$ cat src/design/acil_defines.vh
`ifndef ACIL_DEFINES_VH
`define ACIL_DEFINES_VH

// Register pointer values seen on the serial link
`define ACIL_REG_CTRL      8'h0A
`define ACIL_REG_RESULT    8'h0B
`define ACIL_REG_MASK      8'h0C
`define ACIL_REG_FLAG      8'h0D

// Converter control field positions
`define ACIL_B_VSPAN       7
`define ACIL_B_ISPAN       6
`define ACIL_B_OVF         5
`define ACIL_B_READY       4
`define ACIL_B_START       3
`define ACIL_B_ENABLE      2
`define ACIL_F_SRC         1:0

// Reset and fill values
`define ACIL_RST_BYTE      8'h00
`define ACIL_RST_SRC       2'h0
`define ACIL_ONE_BYTE      8'h01

// Event bit positions in flag, mask and pending
`define ACIL_EV_ADAPT_ON   0
`define ACIL_EV_ADAPT_OFF  1
`define ACIL_EV_USB_ON     2
`define ACIL_EV_USB_OFF    3
`define ACIL_EV_BATT_LOW   4
`define ACIL_EV_THERMAL    5
`define ACIL_EV_CONV_DONE  6
`define ACIL_EV_CHG_TIMER  7

// Positions in the synchroniser vector
`define ACIL_S_SCL         7
`define ACIL_S_SDA         6
`define ACIL_S_ADAPT       5
`define ACIL_S_USB         4
`define ACIL_S_BATT        3
`define ACIL_S_THERM       2
`define ACIL_S_TIMER       1
`define ACIL_S_DONE        0
`define ACIL_SYNC_W        8

// Serial framing
`define ACIL_BYTE_BITS     4'h8
`define ACIL_BIT_ZERO      4'h0
`define ACIL_BIT_ONE       4'h1
`define ACIL_DEV_ADDR      7'h2C

// Warm-up time and its cycle count
`define ACIL_CLK_MHZ       125
`define ACIL_WARMUP_US     2000
`define ACIL_WARMUP_CYC    (`ACIL_WARMUP_US * `ACIL_CLK_MHZ)
`define ACIL_WARM_W        18
`define ACIL_WARM_ONE      18'h00001

`endif

$ cat src/design/acil_adc_irq_ctrl.v
`timescale 1ns/100ps
`include "acil_defines.vh"

// Operation
// - Two-bit select routes one of four sources
// - Control bit seven picks battery voltage span
// - Control bit six picks charge current span
// - Converter off after reset, runs while enabled
// - Start bit rising from zero starts conversion
// - Completion sets ready and conversion interrupt together
// - Result code spans selected input range fully
// - Unmasked event pulls open-drain request pin low
// - Adapter attach and detach raise events zero, one
// - USB attach and detach raise events two, three
// - Battery dropping below threshold raises event four
// - Over-temperature alarm raises event five
// - Finished conversion raises event six
// - Charger safety timer expiry raises event seven
// - Masked events still recorded, pin untouched
// - Reading flag register clears all its bits
// - Events during clearing read held as pending
// - Pending events pull pin low again after release
// - Events captured in standby, held for service
// - First enable waits about two milliseconds warm-up
// - Mask bit one lets source pull pin, resets zero
// - Flag bit n set when source n requested
module acil_adc_irq_ctrl #(
  parameter [`ACIL_WARM_W-1:0] WARMUP_CYCLES = `ACIL_WARMUP_CYC,
  parameter [6:0]              DEV_ADDR      = `ACIL_DEV_ADDR
) (
  // Clock, reset, enable
  input  wire       clk,
  input  wire       rst_b,
  input  wire       ce,
  // Serial register link
  input  wire       scl,
  input  wire       sda_i,
  output reg        sda_o,
  output reg        sda_oe,
  // Open-drain request pin
  output reg        interrupt_request_pin_n_o,
  output reg        interrupt_request_pin_n_oe,
  // Analog converter core
  output reg        converter_power_en,
  output reg  [1:0] adc_source_sel,
  output reg        battery_voltage_span,
  output reg        charge_current_span,
  output reg        conversion_start,
  input  wire       converter_done,
  input  wire       converter_overflow,
  input  wire [7:0] converter_data,
  // Supervisor event levels
  input  wire       adapter_input,
  input  wire       usb_power,
  input  wire       battery_low,
  input  wire       thermal_alarm,
  input  wire       charge_timer_expired
);

  // Serial states, one-hot
  localparam [6:0] I_IDLE = 7'h01;
  localparam [6:0] I_ADDR = 7'h02;
  localparam [6:0] I_AACK = 7'h04;
  localparam [6:0] I_WR   = 7'h08;
  localparam [6:0] I_WACK = 7'h10;
  localparam [6:0] I_RD   = 7'h20;
  localparam [6:0] I_RACK = 7'h40;

  // Converter states, one-hot
  localparam [2:0] C_IDLE = 3'h1;
  localparam [2:0] C_WARM = 3'h2;
  localparam [2:0] C_BUSY = 3'h4;

  wire [`ACIL_SYNC_W-1:0] s_lvl;   // Settled input levels
  wire [`ACIL_SYNC_W-1:0] s_rise;  // Rising edges
  wire [`ACIL_SYNC_W-1:0] s_fall;  // Falling edges

  reg  [6:0]  i_state;      // Serial state
  reg  [3:0]  bit_cnt;      // Bits seen in current byte
  reg  [7:0]  shreg;        // Incoming byte
  reg  [7:0]  tx;           // Outgoing byte
  reg  [7:0]  ptr;          // Register pointer
  reg         have_ptr;     // Pointer byte already taken
  reg         rw;           // Direction of this transfer
  reg         master_nack;  // Master refused more data
  reg         read_window;  // Flag read in progress

  reg  [2:0]  c_state;      // Converter state
  reg  [`ACIL_WARM_W-1:0] warm_cnt; // Warm-up cycle count
  reg         warmed;       // Warm-up done once
  reg         start_queued; // Start asked during warm-up
  reg         start_bit;    // Stored start control bit
  reg         data_ready;   // Result valid
  reg         overflow;     // Overflow of last result
  reg  [7:0]  result;       // Last conversion result
  reg         ev_conv;      // Conversion done pulse

  reg  [7:0]  event_mask_reg;       // Mask, one enables
  reg  [7:0]  flag;                 // Visible event flags
  reg  [7:0]  pending_event_buffer; // Hidden holding buffer

  reg  [7:0]  rdata;        // Read mux out
  wire [7:0]  ev;           // Event pulses this cycle
  wire        start_cond;   // Start on the link
  wire        stop_cond;    // Stop on the link
  wire        do_load;      // Load next read byte
  wire        load_flag;    // That byte is the flag byte
  wire        win_end;      // Flag read finished
  wire        wr_data;      // Data byte write strobe
  wire        start_req;    // Start written as a fresh one
  wire        en_now;       // Enable as this cycle's write leaves it

  // Link pins, event levels and converter done pass two stages first
  acil_sync #(
    .W(`ACIL_SYNC_W)
  ) u_sync (
    .clk      (clk),
    .rst_b    (rst_b),
    .ce       (ce),
    .async_in ({scl, sda_i, adapter_input, usb_power, battery_low,
                thermal_alarm, charge_timer_expired, converter_done}),
    .level    (s_lvl),
    .rise     (s_rise),
    .fall     (s_fall)
  );

  // Link framing; start and stop seen while clock high
  assign start_cond = s_fall[`ACIL_S_SDA] & s_lvl[`ACIL_S_SCL];
  assign stop_cond  = s_rise[`ACIL_S_SDA] & s_lvl[`ACIL_S_SCL];
  assign do_load    = s_fall[`ACIL_S_SCL] &
                      (((i_state == I_AACK) & rw) |
                       ((i_state == I_RACK) & ~master_nack));
  assign load_flag  = do_load & (ptr == `ACIL_REG_FLAG);
  assign win_end    = read_window & (start_cond | stop_cond |
                      (s_fall[`ACIL_S_SCL] & (i_state == I_RACK)));
  assign wr_data    = s_fall[`ACIL_S_SCL] & (i_state == I_WR) &
                      (bit_cnt == `ACIL_BYTE_BITS) & have_ptr;
  assign start_req  = wr_data & (ptr == `ACIL_REG_CTRL) &
                      shreg[`ACIL_B_START] & ~start_bit;
  // A start in the enabling write itself must not be lost
  assign en_now     = (wr_data & (ptr == `ACIL_REG_CTRL)) ? shreg[`ACIL_B_ENABLE] :
                      converter_power_en;

  // Event sources; the caller orders servicing itself
  assign ev[`ACIL_EV_ADAPT_ON]  = s_rise[`ACIL_S_ADAPT];
  assign ev[`ACIL_EV_ADAPT_OFF] = s_fall[`ACIL_S_ADAPT];
  assign ev[`ACIL_EV_USB_ON]    = s_rise[`ACIL_S_USB];
  assign ev[`ACIL_EV_USB_OFF]   = s_fall[`ACIL_S_USB];
  assign ev[`ACIL_EV_BATT_LOW]  = s_rise[`ACIL_S_BATT];
  assign ev[`ACIL_EV_THERMAL]   = s_rise[`ACIL_S_THERM];
  assign ev[`ACIL_EV_CONV_DONE] = ev_conv;
  assign ev[`ACIL_EV_CHG_TIMER] = s_rise[`ACIL_S_TIMER];

  // Read mux; unmapped pointers read zero
  always @* begin
    if (ptr == `ACIL_REG_CTRL) begin
      rdata = {battery_voltage_span, charge_current_span, overflow,
               data_ready, start_bit, converter_power_en, adc_source_sel};
    end else if (ptr == `ACIL_REG_RESULT) begin
      rdata = result;
    end else if (ptr == `ACIL_REG_MASK) begin
      rdata = event_mask_reg;
    end else if (ptr == `ACIL_REG_FLAG) begin
      rdata = flag;
    end else begin
      rdata = `ACIL_RST_BYTE;
    end
  end

  // Serial slave: sample on clock rise, drive on clock fall
  always @(posedge clk or negedge rst_b) begin
    if (!rst_b) begin
      i_state     <= I_IDLE;
      bit_cnt     <= `ACIL_BIT_ZERO;
      shreg       <= `ACIL_RST_BYTE;
      tx          <= `ACIL_RST_BYTE;
      ptr         <= `ACIL_RST_BYTE;
      have_ptr    <= 1'b0;
      rw          <= 1'b0;
      master_nack <= 1'b0;
      read_window <= 1'b0;
      sda_o       <= 1'b0;
      sda_oe      <= 1'b0;
    end else if (ce) begin
      sda_o <= 1'b0; // Open drain only ever pulls low
      if (start_cond) begin
        // Repeated start keeps the pointer
        i_state     <= I_ADDR;
        bit_cnt     <= `ACIL_BIT_ZERO;
        have_ptr    <= 1'b0;
        sda_oe      <= 1'b0;
        read_window <= 1'b0;
      end else if (stop_cond) begin
        i_state     <= I_IDLE;
        sda_oe      <= 1'b0;
        read_window <= 1'b0;
      end else if (s_rise[`ACIL_S_SCL]) begin
        // Shift data in; during reads this counts sent bits
        if ((i_state == I_ADDR) | (i_state == I_WR) |
            (i_state == I_RD)) begin
          shreg   <= {shreg[6:0], s_lvl[`ACIL_S_SDA]};
          bit_cnt <= bit_cnt + `ACIL_BIT_ONE;
        end
        if (i_state == I_RACK) begin
          master_nack <= s_lvl[`ACIL_S_SDA];
        end
      end else if (s_fall[`ACIL_S_SCL]) begin
        case (i_state)
          I_ADDR: begin
            if (bit_cnt == `ACIL_BYTE_BITS) begin
              // Only our own address is acknowledged
              if (shreg[7:1] == DEV_ADDR) begin
                sda_oe  <= 1'b1;
                rw      <= shreg[0];
                i_state <= I_AACK;
              end else begin
                i_state <= I_IDLE;
              end
            end
          end
          I_AACK: begin
            bit_cnt <= `ACIL_BIT_ZERO;
            if (rw) begin
              // First read byte from current pointer
              tx          <= rdata;
              sda_oe      <= ~rdata[7];
              ptr         <= ptr + `ACIL_ONE_BYTE;
              read_window <= load_flag;
              i_state     <= I_RD;
            end else begin
              sda_oe  <= 1'b0;
              i_state <= I_WR;
            end
          end
          I_WR: begin
            if (bit_cnt == `ACIL_BYTE_BITS) begin
              sda_oe  <= 1'b1;
              i_state <= I_WACK;
              if (have_ptr) begin
                ptr <= ptr + `ACIL_ONE_BYTE; // Auto-increment
              end else begin
                ptr      <= shreg;
                have_ptr <= 1'b1;
              end
            end
          end
          I_WACK: begin
            sda_oe  <= 1'b0;
            bit_cnt <= `ACIL_BIT_ZERO;
            i_state <= I_WR;
          end
          I_RD: begin
            if (bit_cnt == `ACIL_BYTE_BITS) begin
              sda_oe  <= 1'b0; // Master answers now
              i_state <= I_RACK;
            end else begin
              tx     <= {tx[6:0], 1'b0};
              sda_oe <= ~tx[6];
            end
          end
          I_RACK: begin
            bit_cnt <= `ACIL_BIT_ZERO;
            if (master_nack) begin
              read_window <= 1'b0;
              i_state     <= I_IDLE;
            end else begin
              tx          <= rdata;
              sda_oe      <= ~rdata[7];
              ptr         <= ptr + `ACIL_ONE_BYTE;
              read_window <= load_flag;
              i_state     <= I_RD;
            end
          end
          default: begin
            i_state <= I_IDLE;
          end
        endcase
      end
    end
  end

  // Writable control and mask fields
  always @(posedge clk or negedge rst_b) begin
    if (!rst_b) begin
      battery_voltage_span <= 1'b0;
      charge_current_span  <= 1'b0;
      start_bit            <= 1'b0;
      converter_power_en   <= 1'b0;
      adc_source_sel       <= `ACIL_RST_SRC;
      event_mask_reg       <= `ACIL_RST_BYTE;
    end else if (ce) begin
      if (wr_data & (ptr == `ACIL_REG_CTRL)) begin
        // Spans and source drive the analog front end directly
        battery_voltage_span <= shreg[`ACIL_B_VSPAN];
        charge_current_span  <= shreg[`ACIL_B_ISPAN];
        start_bit            <= shreg[`ACIL_B_START];
        converter_power_en   <= shreg[`ACIL_B_ENABLE];
        adc_source_sel       <= shreg[`ACIL_F_SRC];
      end else if (wr_data & (ptr == `ACIL_REG_MASK)) begin
        event_mask_reg <= shreg;
      end
    end
  end

  // Converter sequencing: warm-up, start, completion
  always @(posedge clk or negedge rst_b) begin
    if (!rst_b) begin
      c_state          <= C_IDLE;
      warm_cnt         <= {`ACIL_WARM_W{1'b0}};
      warmed           <= 1'b0;
      start_queued     <= 1'b0;
      data_ready       <= 1'b0;
      overflow         <= 1'b0;
      result           <= `ACIL_RST_BYTE;
      conversion_start <= 1'b0;
      ev_conv          <= 1'b0;
    end else if (ce) begin
      conversion_start <= 1'b0;
      ev_conv          <= 1'b0;
      case (c_state)
        C_IDLE: begin
          if (en_now & ~warmed) begin
            // Enables wait until one warm-up has run to its end
            warm_cnt     <= {`ACIL_WARM_W{1'b0}};
            start_queued <= start_req;
            c_state      <= C_WARM;
          end else if (en_now & start_req) begin
            conversion_start <= 1'b1;
            data_ready       <= 1'b0;
            c_state          <= C_BUSY;
          end
        end
        C_WARM: begin
          if (~en_now) begin
            c_state <= C_IDLE;
          end else if (warm_cnt == WARMUP_CYCLES - `ACIL_WARM_ONE) begin
            warmed <= 1'b1;
            if (start_queued | start_req) begin
              conversion_start <= 1'b1;
              data_ready       <= 1'b0;
              c_state          <= C_BUSY;
            end else begin
              c_state <= C_IDLE;
            end
          end else begin
            warm_cnt <= warm_cnt + `ACIL_WARM_ONE;
            if (start_req) begin
              start_queued <= 1'b1;
            end
          end
        end
        C_BUSY: begin
          if (~en_now) begin
            c_state <= C_IDLE;
          end else if (s_rise[`ACIL_S_DONE]) begin
            // Data is held steady by the core once done rises
            result     <= converter_data;
            overflow   <= converter_overflow;
            data_ready <= 1'b1;
            ev_conv    <= 1'b1;
            c_state    <= C_IDLE;
          end
        end
        default: begin
          c_state <= C_IDLE;
        end
      endcase
    end
  end

  // Flags and pending buffer; capture never stops, even in standby
  always @(posedge clk or negedge rst_b) begin
    if (!rst_b) begin
      flag                 <= `ACIL_RST_BYTE;
      pending_event_buffer <= `ACIL_RST_BYTE;
    end else if (ce) begin
      if (load_flag) begin
        // Snapshot taken this cycle; newcomers go to pending
        flag                 <= `ACIL_RST_BYTE;
        pending_event_buffer <= pending_event_buffer | ev;
      end else if (win_end) begin
        flag                 <= flag | pending_event_buffer | ev;
        pending_event_buffer <= `ACIL_RST_BYTE;
      end else if (read_window) begin
        pending_event_buffer <= pending_event_buffer | ev;
      end else begin
        flag <= flag | ev;
      end
    end
  end

  // Request pin: pulled while any unmasked flag stands
  always @(posedge clk or negedge rst_b) begin
    if (!rst_b) begin
      interrupt_request_pin_n_o  <= 1'b0;
      interrupt_request_pin_n_oe <= 1'b0;
    end else if (ce) begin
      interrupt_request_pin_n_o  <= 1'b0;
      // Pending moves into flags at read end, so pin falls again
      interrupt_request_pin_n_oe <= |(flag & event_mask_reg);
    end
  end

endmodule // acil_adc_irq_ctrl

$ cat src/design/acil_sync.v
`timescale 1ns/100ps
`include "acil_defines.vh"

module acil_sync #(
  parameter W = 8
) (
  // Clock and reset
  input  wire         clk,
  input  wire         rst_b,
  input  wire         ce,
  // Asynchronous levels in
  input  wire [W-1:0] async_in,
  // Synchronised levels and edges out
  output reg  [W-1:0] level,
  output wire [W-1:0] rise,
  output wire [W-1:0] fall
);

  reg [W-1:0] meta;    // First stage, read only by level
  reg [W-1:0] level_d; // Delayed copy for edge finding

  // Two stages, then one more for edges
  always @(posedge clk or negedge rst_b) begin
    if (!rst_b) begin
      meta    <= {W{1'b0}};
      level   <= {W{1'b0}};
      level_d <= {W{1'b0}};
    end else if (ce) begin
      meta    <= async_in;
      level   <= meta;
      level_d <= level;
    end
  end

  // Edges look only at the settled stages
  assign rise = level & ~level_d;
  assign fall = ~level & level_d;

endmodule // acil_sync

$ cat config.mk
export PLATFORM = sky130hd
export DESIGN_NAME = acil_adc_irq_ctrl
export DESIGN_NICKNAME = d
export VERILOG_FILES = /design/src/design/acil_adc_irq_ctrl.v /design/src/design/acil_sync.v
export VERILOG_INCLUDE_DIRS = /design/src /design/src/design
export SDC_FILE = /design/constraint.sdc
export NUM_CORES = 1
export LEC_CHECK = 0
export ABC_AREA = 1
export ABC_CLOCK_PERIOD_IN_PS = 2050
export BUFFER_PORTS_ARGS = -buffer_cell sky130_fd_sc_hd__buf_4
export CELL_PAD_IN_SITES_DETAIL_PLACEMENT = 1
export CELL_PAD_IN_SITES_GLOBAL_PLACEMENT = 2
export CORE_MARGIN = 4
export CORE_UTILIZATION = 30
export DETAILED_ROUTE_END_ITERATION = 8
export PLACE_DENSITY = 0.72
export SETUP_SLACK_MARGIN = 0.2
export SLEW_MARGIN = 20
export SYNTH_ARGS = -nofsm -noshare
export SYNTH_HDL_FRONTEND = slang
export SYNTH_SLANG_ARGS = --single-unit
$ cat constraint.sdc
create_clock -name clk -period 2.05 [get_ports clk]
set_input_delay 0.1025 -clock clk [delete_from_list [all_inputs] [get_ports clk]]
set_output_delay 0.1025 -clock clk [all_outputs]
set_load 0.01 [all_outputs]
==> out/qor.csv <==
stage,metric,value,unit
setup_path,cpPeakStageDelay,410,ps
pwr,peakVddDrop,0.000454,V
logic_synthesis,synthTopCellsByArea,"dfrtp_1, nand2_1, inv_1, nor2_1, nand3_1",
logic_synthesis,ys_seq_area_share,45.3,%
sta,fmax,0.497,GHz
setup_path,timing.rr.end,warm_cnt[8],
logic_synthesis,syn_avg_cell_area,7.69,µm²
die,die-width,162,µm
cells_and_area,drive_above_1_share,33.6,%
pwr,powerDensity,857,nW/µm²
clocking,clk_latency,430,ps
cells_and_area,finalNetCount,1094,
cells_and_area,largest_register,warm_cnt,
place,gp_congestion,0.799,
global_routing,antenna_found_initial,0,
setup_path,r2r_cells,12,
clocking,htreeDepth,4,
place,port_buffers,27,
drt,post_drt_wl_per_cell,16.0,µm
setup_path,cpMaxStageDelayCell,dfrtp_2,
setup_path,crit_path_start_kind,register,
die,die_area,26300,µm²
die,initial_utilization,30.5,%
setup_path,path_common_cell,nand2_4,
clocking,clkTransAtPathRegs,60,ps
cells_and_area,multi_input_area,4090,µm²
die,die_h,162,µm
sta,rsz0062_at_grt,true,
cells_and_area,finish.instance_area,10100,µm²
sta,period_share,98.1,%
setup_path,crit_chain,"inv_2, ha_4, nand4_1, nor2_2, nand4_1, nand2_4, nand2_4, nand2_4, nand3_4, clkbuf_16, nand2_1, nand2_1",
global_routing,grt_pass1_vias,6452,
sta,slew_violations,0,
logic_synthesis,ys_ff_latch,129,
cells_and_area,area_delta_synth_final,42.2,%
place,placed_area,8000,µm²
drt,first_pass_iters,6,
sta,setup_tns,0,ps
setup_path,criticalPathCategory,register to register,
cells_and_area,fillers,2769,
global_routing,grt_util_all_layers,16.3,%
global_routing,overflow,0,
clocking,cts_tree,yes,
setup_path,rrSetupSlack,40,ps
cells_and_area,seq_area,3230,µm²
die,io_pins,30,
cells_and_area,largest_reg_flops,18,
die,rows,56,
drt,ant_nets,0,
logic_synthesis,netlist_area,7140,µm²
sta,hold_viol,0,
clocking,cts_root_buffer,clkbuf_16,
logic_synthesis,yosysUniqueCellTypes,46,
logic_synthesis,synth_largest_area_cell,dfrtp_1,
logic_synthesis,yosysTopAreaCellShare,44.5,%
clocking,clockBufferDepth,2,
logic_synthesis,synthCells,928,
global_routing,grt_max_degree,50,
pwr,power.leakage,4.83,nW
outcome,status,finished clean,
clocking,cts_buffers,17,
drt,routed_wl,22300,µm
sta,setup_violations,0,
drt,routed_via_density,4.72,
sta,relSlewSlack,57.6,%
setup_path,path_max_fanout,11,
setup_path,critPathCaptureType,register,
setup_path,r2r-start,u_sync.level[7],
cells_and_area,num_antenna_cells,0,
sta,min_period,2010,ps
global_routing,grt_pass1_wl,34400,µm
die,core,23400,µm²
worst_hold_path,hold_class,input port to register,
sta,worst_slew_pin_slew,633,ps
flow_run,cap_viol_max_count,0,
sta,fin_skew,12.9,ps
drt,drc,0,
setup_path,cp_data_required_time,2370,ps
setup_path,worstPathArrival,2330,ps
drt,drt-initial-drc-count,255,
setup_path,cp-endpoint,warm_cnt[8],
drt,routed-via-count,6595,
logic_synthesis,ys_warn_count,0,
setup_path,cp-startpoint,u_sync.level[7],
clocking,cts_sinks,129,
place,dpl.hpwl,15000,µm
==> per-stage QoR <==
| step | instances | worst slack, ps | hold slack [ps] | util [%] | total power [mW] |
|---|---|---|---|---|---|
| final | 1397 | 39.9 | 150 | 43.3 | 8.69 |
| after detailed placement | 1295 | 57.3 | 114 | 34.2 | 4.83 |
| after floorplan | 929 | 210 | -193 | - | 4.26 |
| after global routing | 1397 | -124 | 164 | 43.3 | 9.20 |
| after global placement | 1295 | 78.5 | 114 | 34.2 | 4.79 |
| after CTS | 1348 | 90.4 | 143 | 37.9 | 8.13 |
==> worst min-delay path by stage <==
stage / start / end / depth (start not counted)
after global routing: ce / u_sync.meta[4] / 4
after CTS: ce / u_sync.meta[4] / 4
after global placement: rst_b / ptr[5] / 1
after detailed placement: rst_b / ptr[4] / 1
after floorplan: rst_b / adc_source_sel[0] / 0
final: ce / ev_conv / 3
==> synthesized netlist by cell type (all sizes together) <==
cell,n
o21bai,10
ha,9
xnor2,4
inv,122
dfstp,2
a22oi,1
o21ai,84
a21boi,8
nor4,2
conb,1
a221oi,1
nand3b,2
clkbuf,8
nand3,63
o22ai,1
a32oi,1
buf,12
o211ai,7
nor2,86
dfrtp,127
o31ai,2
nor3,13
clkinv,1
and2,1
nand2,297
nand4,18
a21oi,26
xor2,14
a31oi,5
==> kinds of logic (layout without fill, tap and decap cells) <==
| logic type | count (synthesis) | in the layout | synth area share [%] |
|---|---|---|---|
| and+or+nand+nor | 482 | 483 | 30.5 |
| AOI/OAI and AO/OA | 146 | 146 | 12.1 |
| DFF | 129 | 129 | 45.3 |
| other | 1 | 2 | 0.0526 |
| xor gates and xnor gates | 18 | 18 | 2.21 |
| adders and majority gates | 9 | 9 | 1.58 |
| buffers and inverters | 143 | 291 | 8.29 |
==> critical path, delay by kind of cell, from the launching register on <==
kind | cells | cell delay, ps
AND/OR/NAND/NOR | 9 | 1070
flip-flops | 1 | 410
buffers and inverters | 2 | 290
adder cells (fa/ha/maj) | 1 | 130
==> what timing repair did <==
item	in CTS	in global routing
hold endpoints to repair	63	0
hold buffers	18	0
pin swaps	4	73
gates resized for setup	15	244
gates cloned	0	4
buffers inserted	3	45
setup endpoints to repair	61	100
==> report_power, final <==
part	leakage [nW]	switching, mW	internal, mW
registers	1.64	0.230	2.89
clock network	0.294	1.33	1.87
logic	2.89	1.43	0.950
==> cells in the final DEF, fill, tap and decap left out, types with 10 or more instances in the layout <==
master,instances
inv_1,95
a21oi_1,13
nand2_4,35
nand2_1,214
nor2_4,14
nand3_2,12
nor2_2,13
nor2_1,59
dlygate4sd3_1,18
nand3_4,11
xor2_1,14
nor3_1,10
o21ai_2,11
nand2_2,47
inv_2,17
nand4_1,18
o21ai_1,34
dfrtp_1,125
buf_4,86
o21ai_0,38
nand3_1,41
clkbuf_16,19
buf_6,20
==> cell type report <==
cell class | count | area share, %
timing repair inverter | 1 | 0.0863
tap | 319 | 3.93
clock inverter | 14 | 1.68
inverter | 123 | 5.25
timing repair buffer | 135 | 12.5
sequential | 129 | 31.9
clock buffer | 18 | 4.33
multi-input combinational | 658 | 40.3
==> routing by layer <==
layer	track usage (%)	wire [µm]	up-vias
met4	4.04	224	0
met3	2.69	400	19
met1	24.0	11000	3260
met5	0	0	-
met2	25.2	10700	61
li1	-	-	3255
Note: power is estimated with default switching activity, not from simulation.
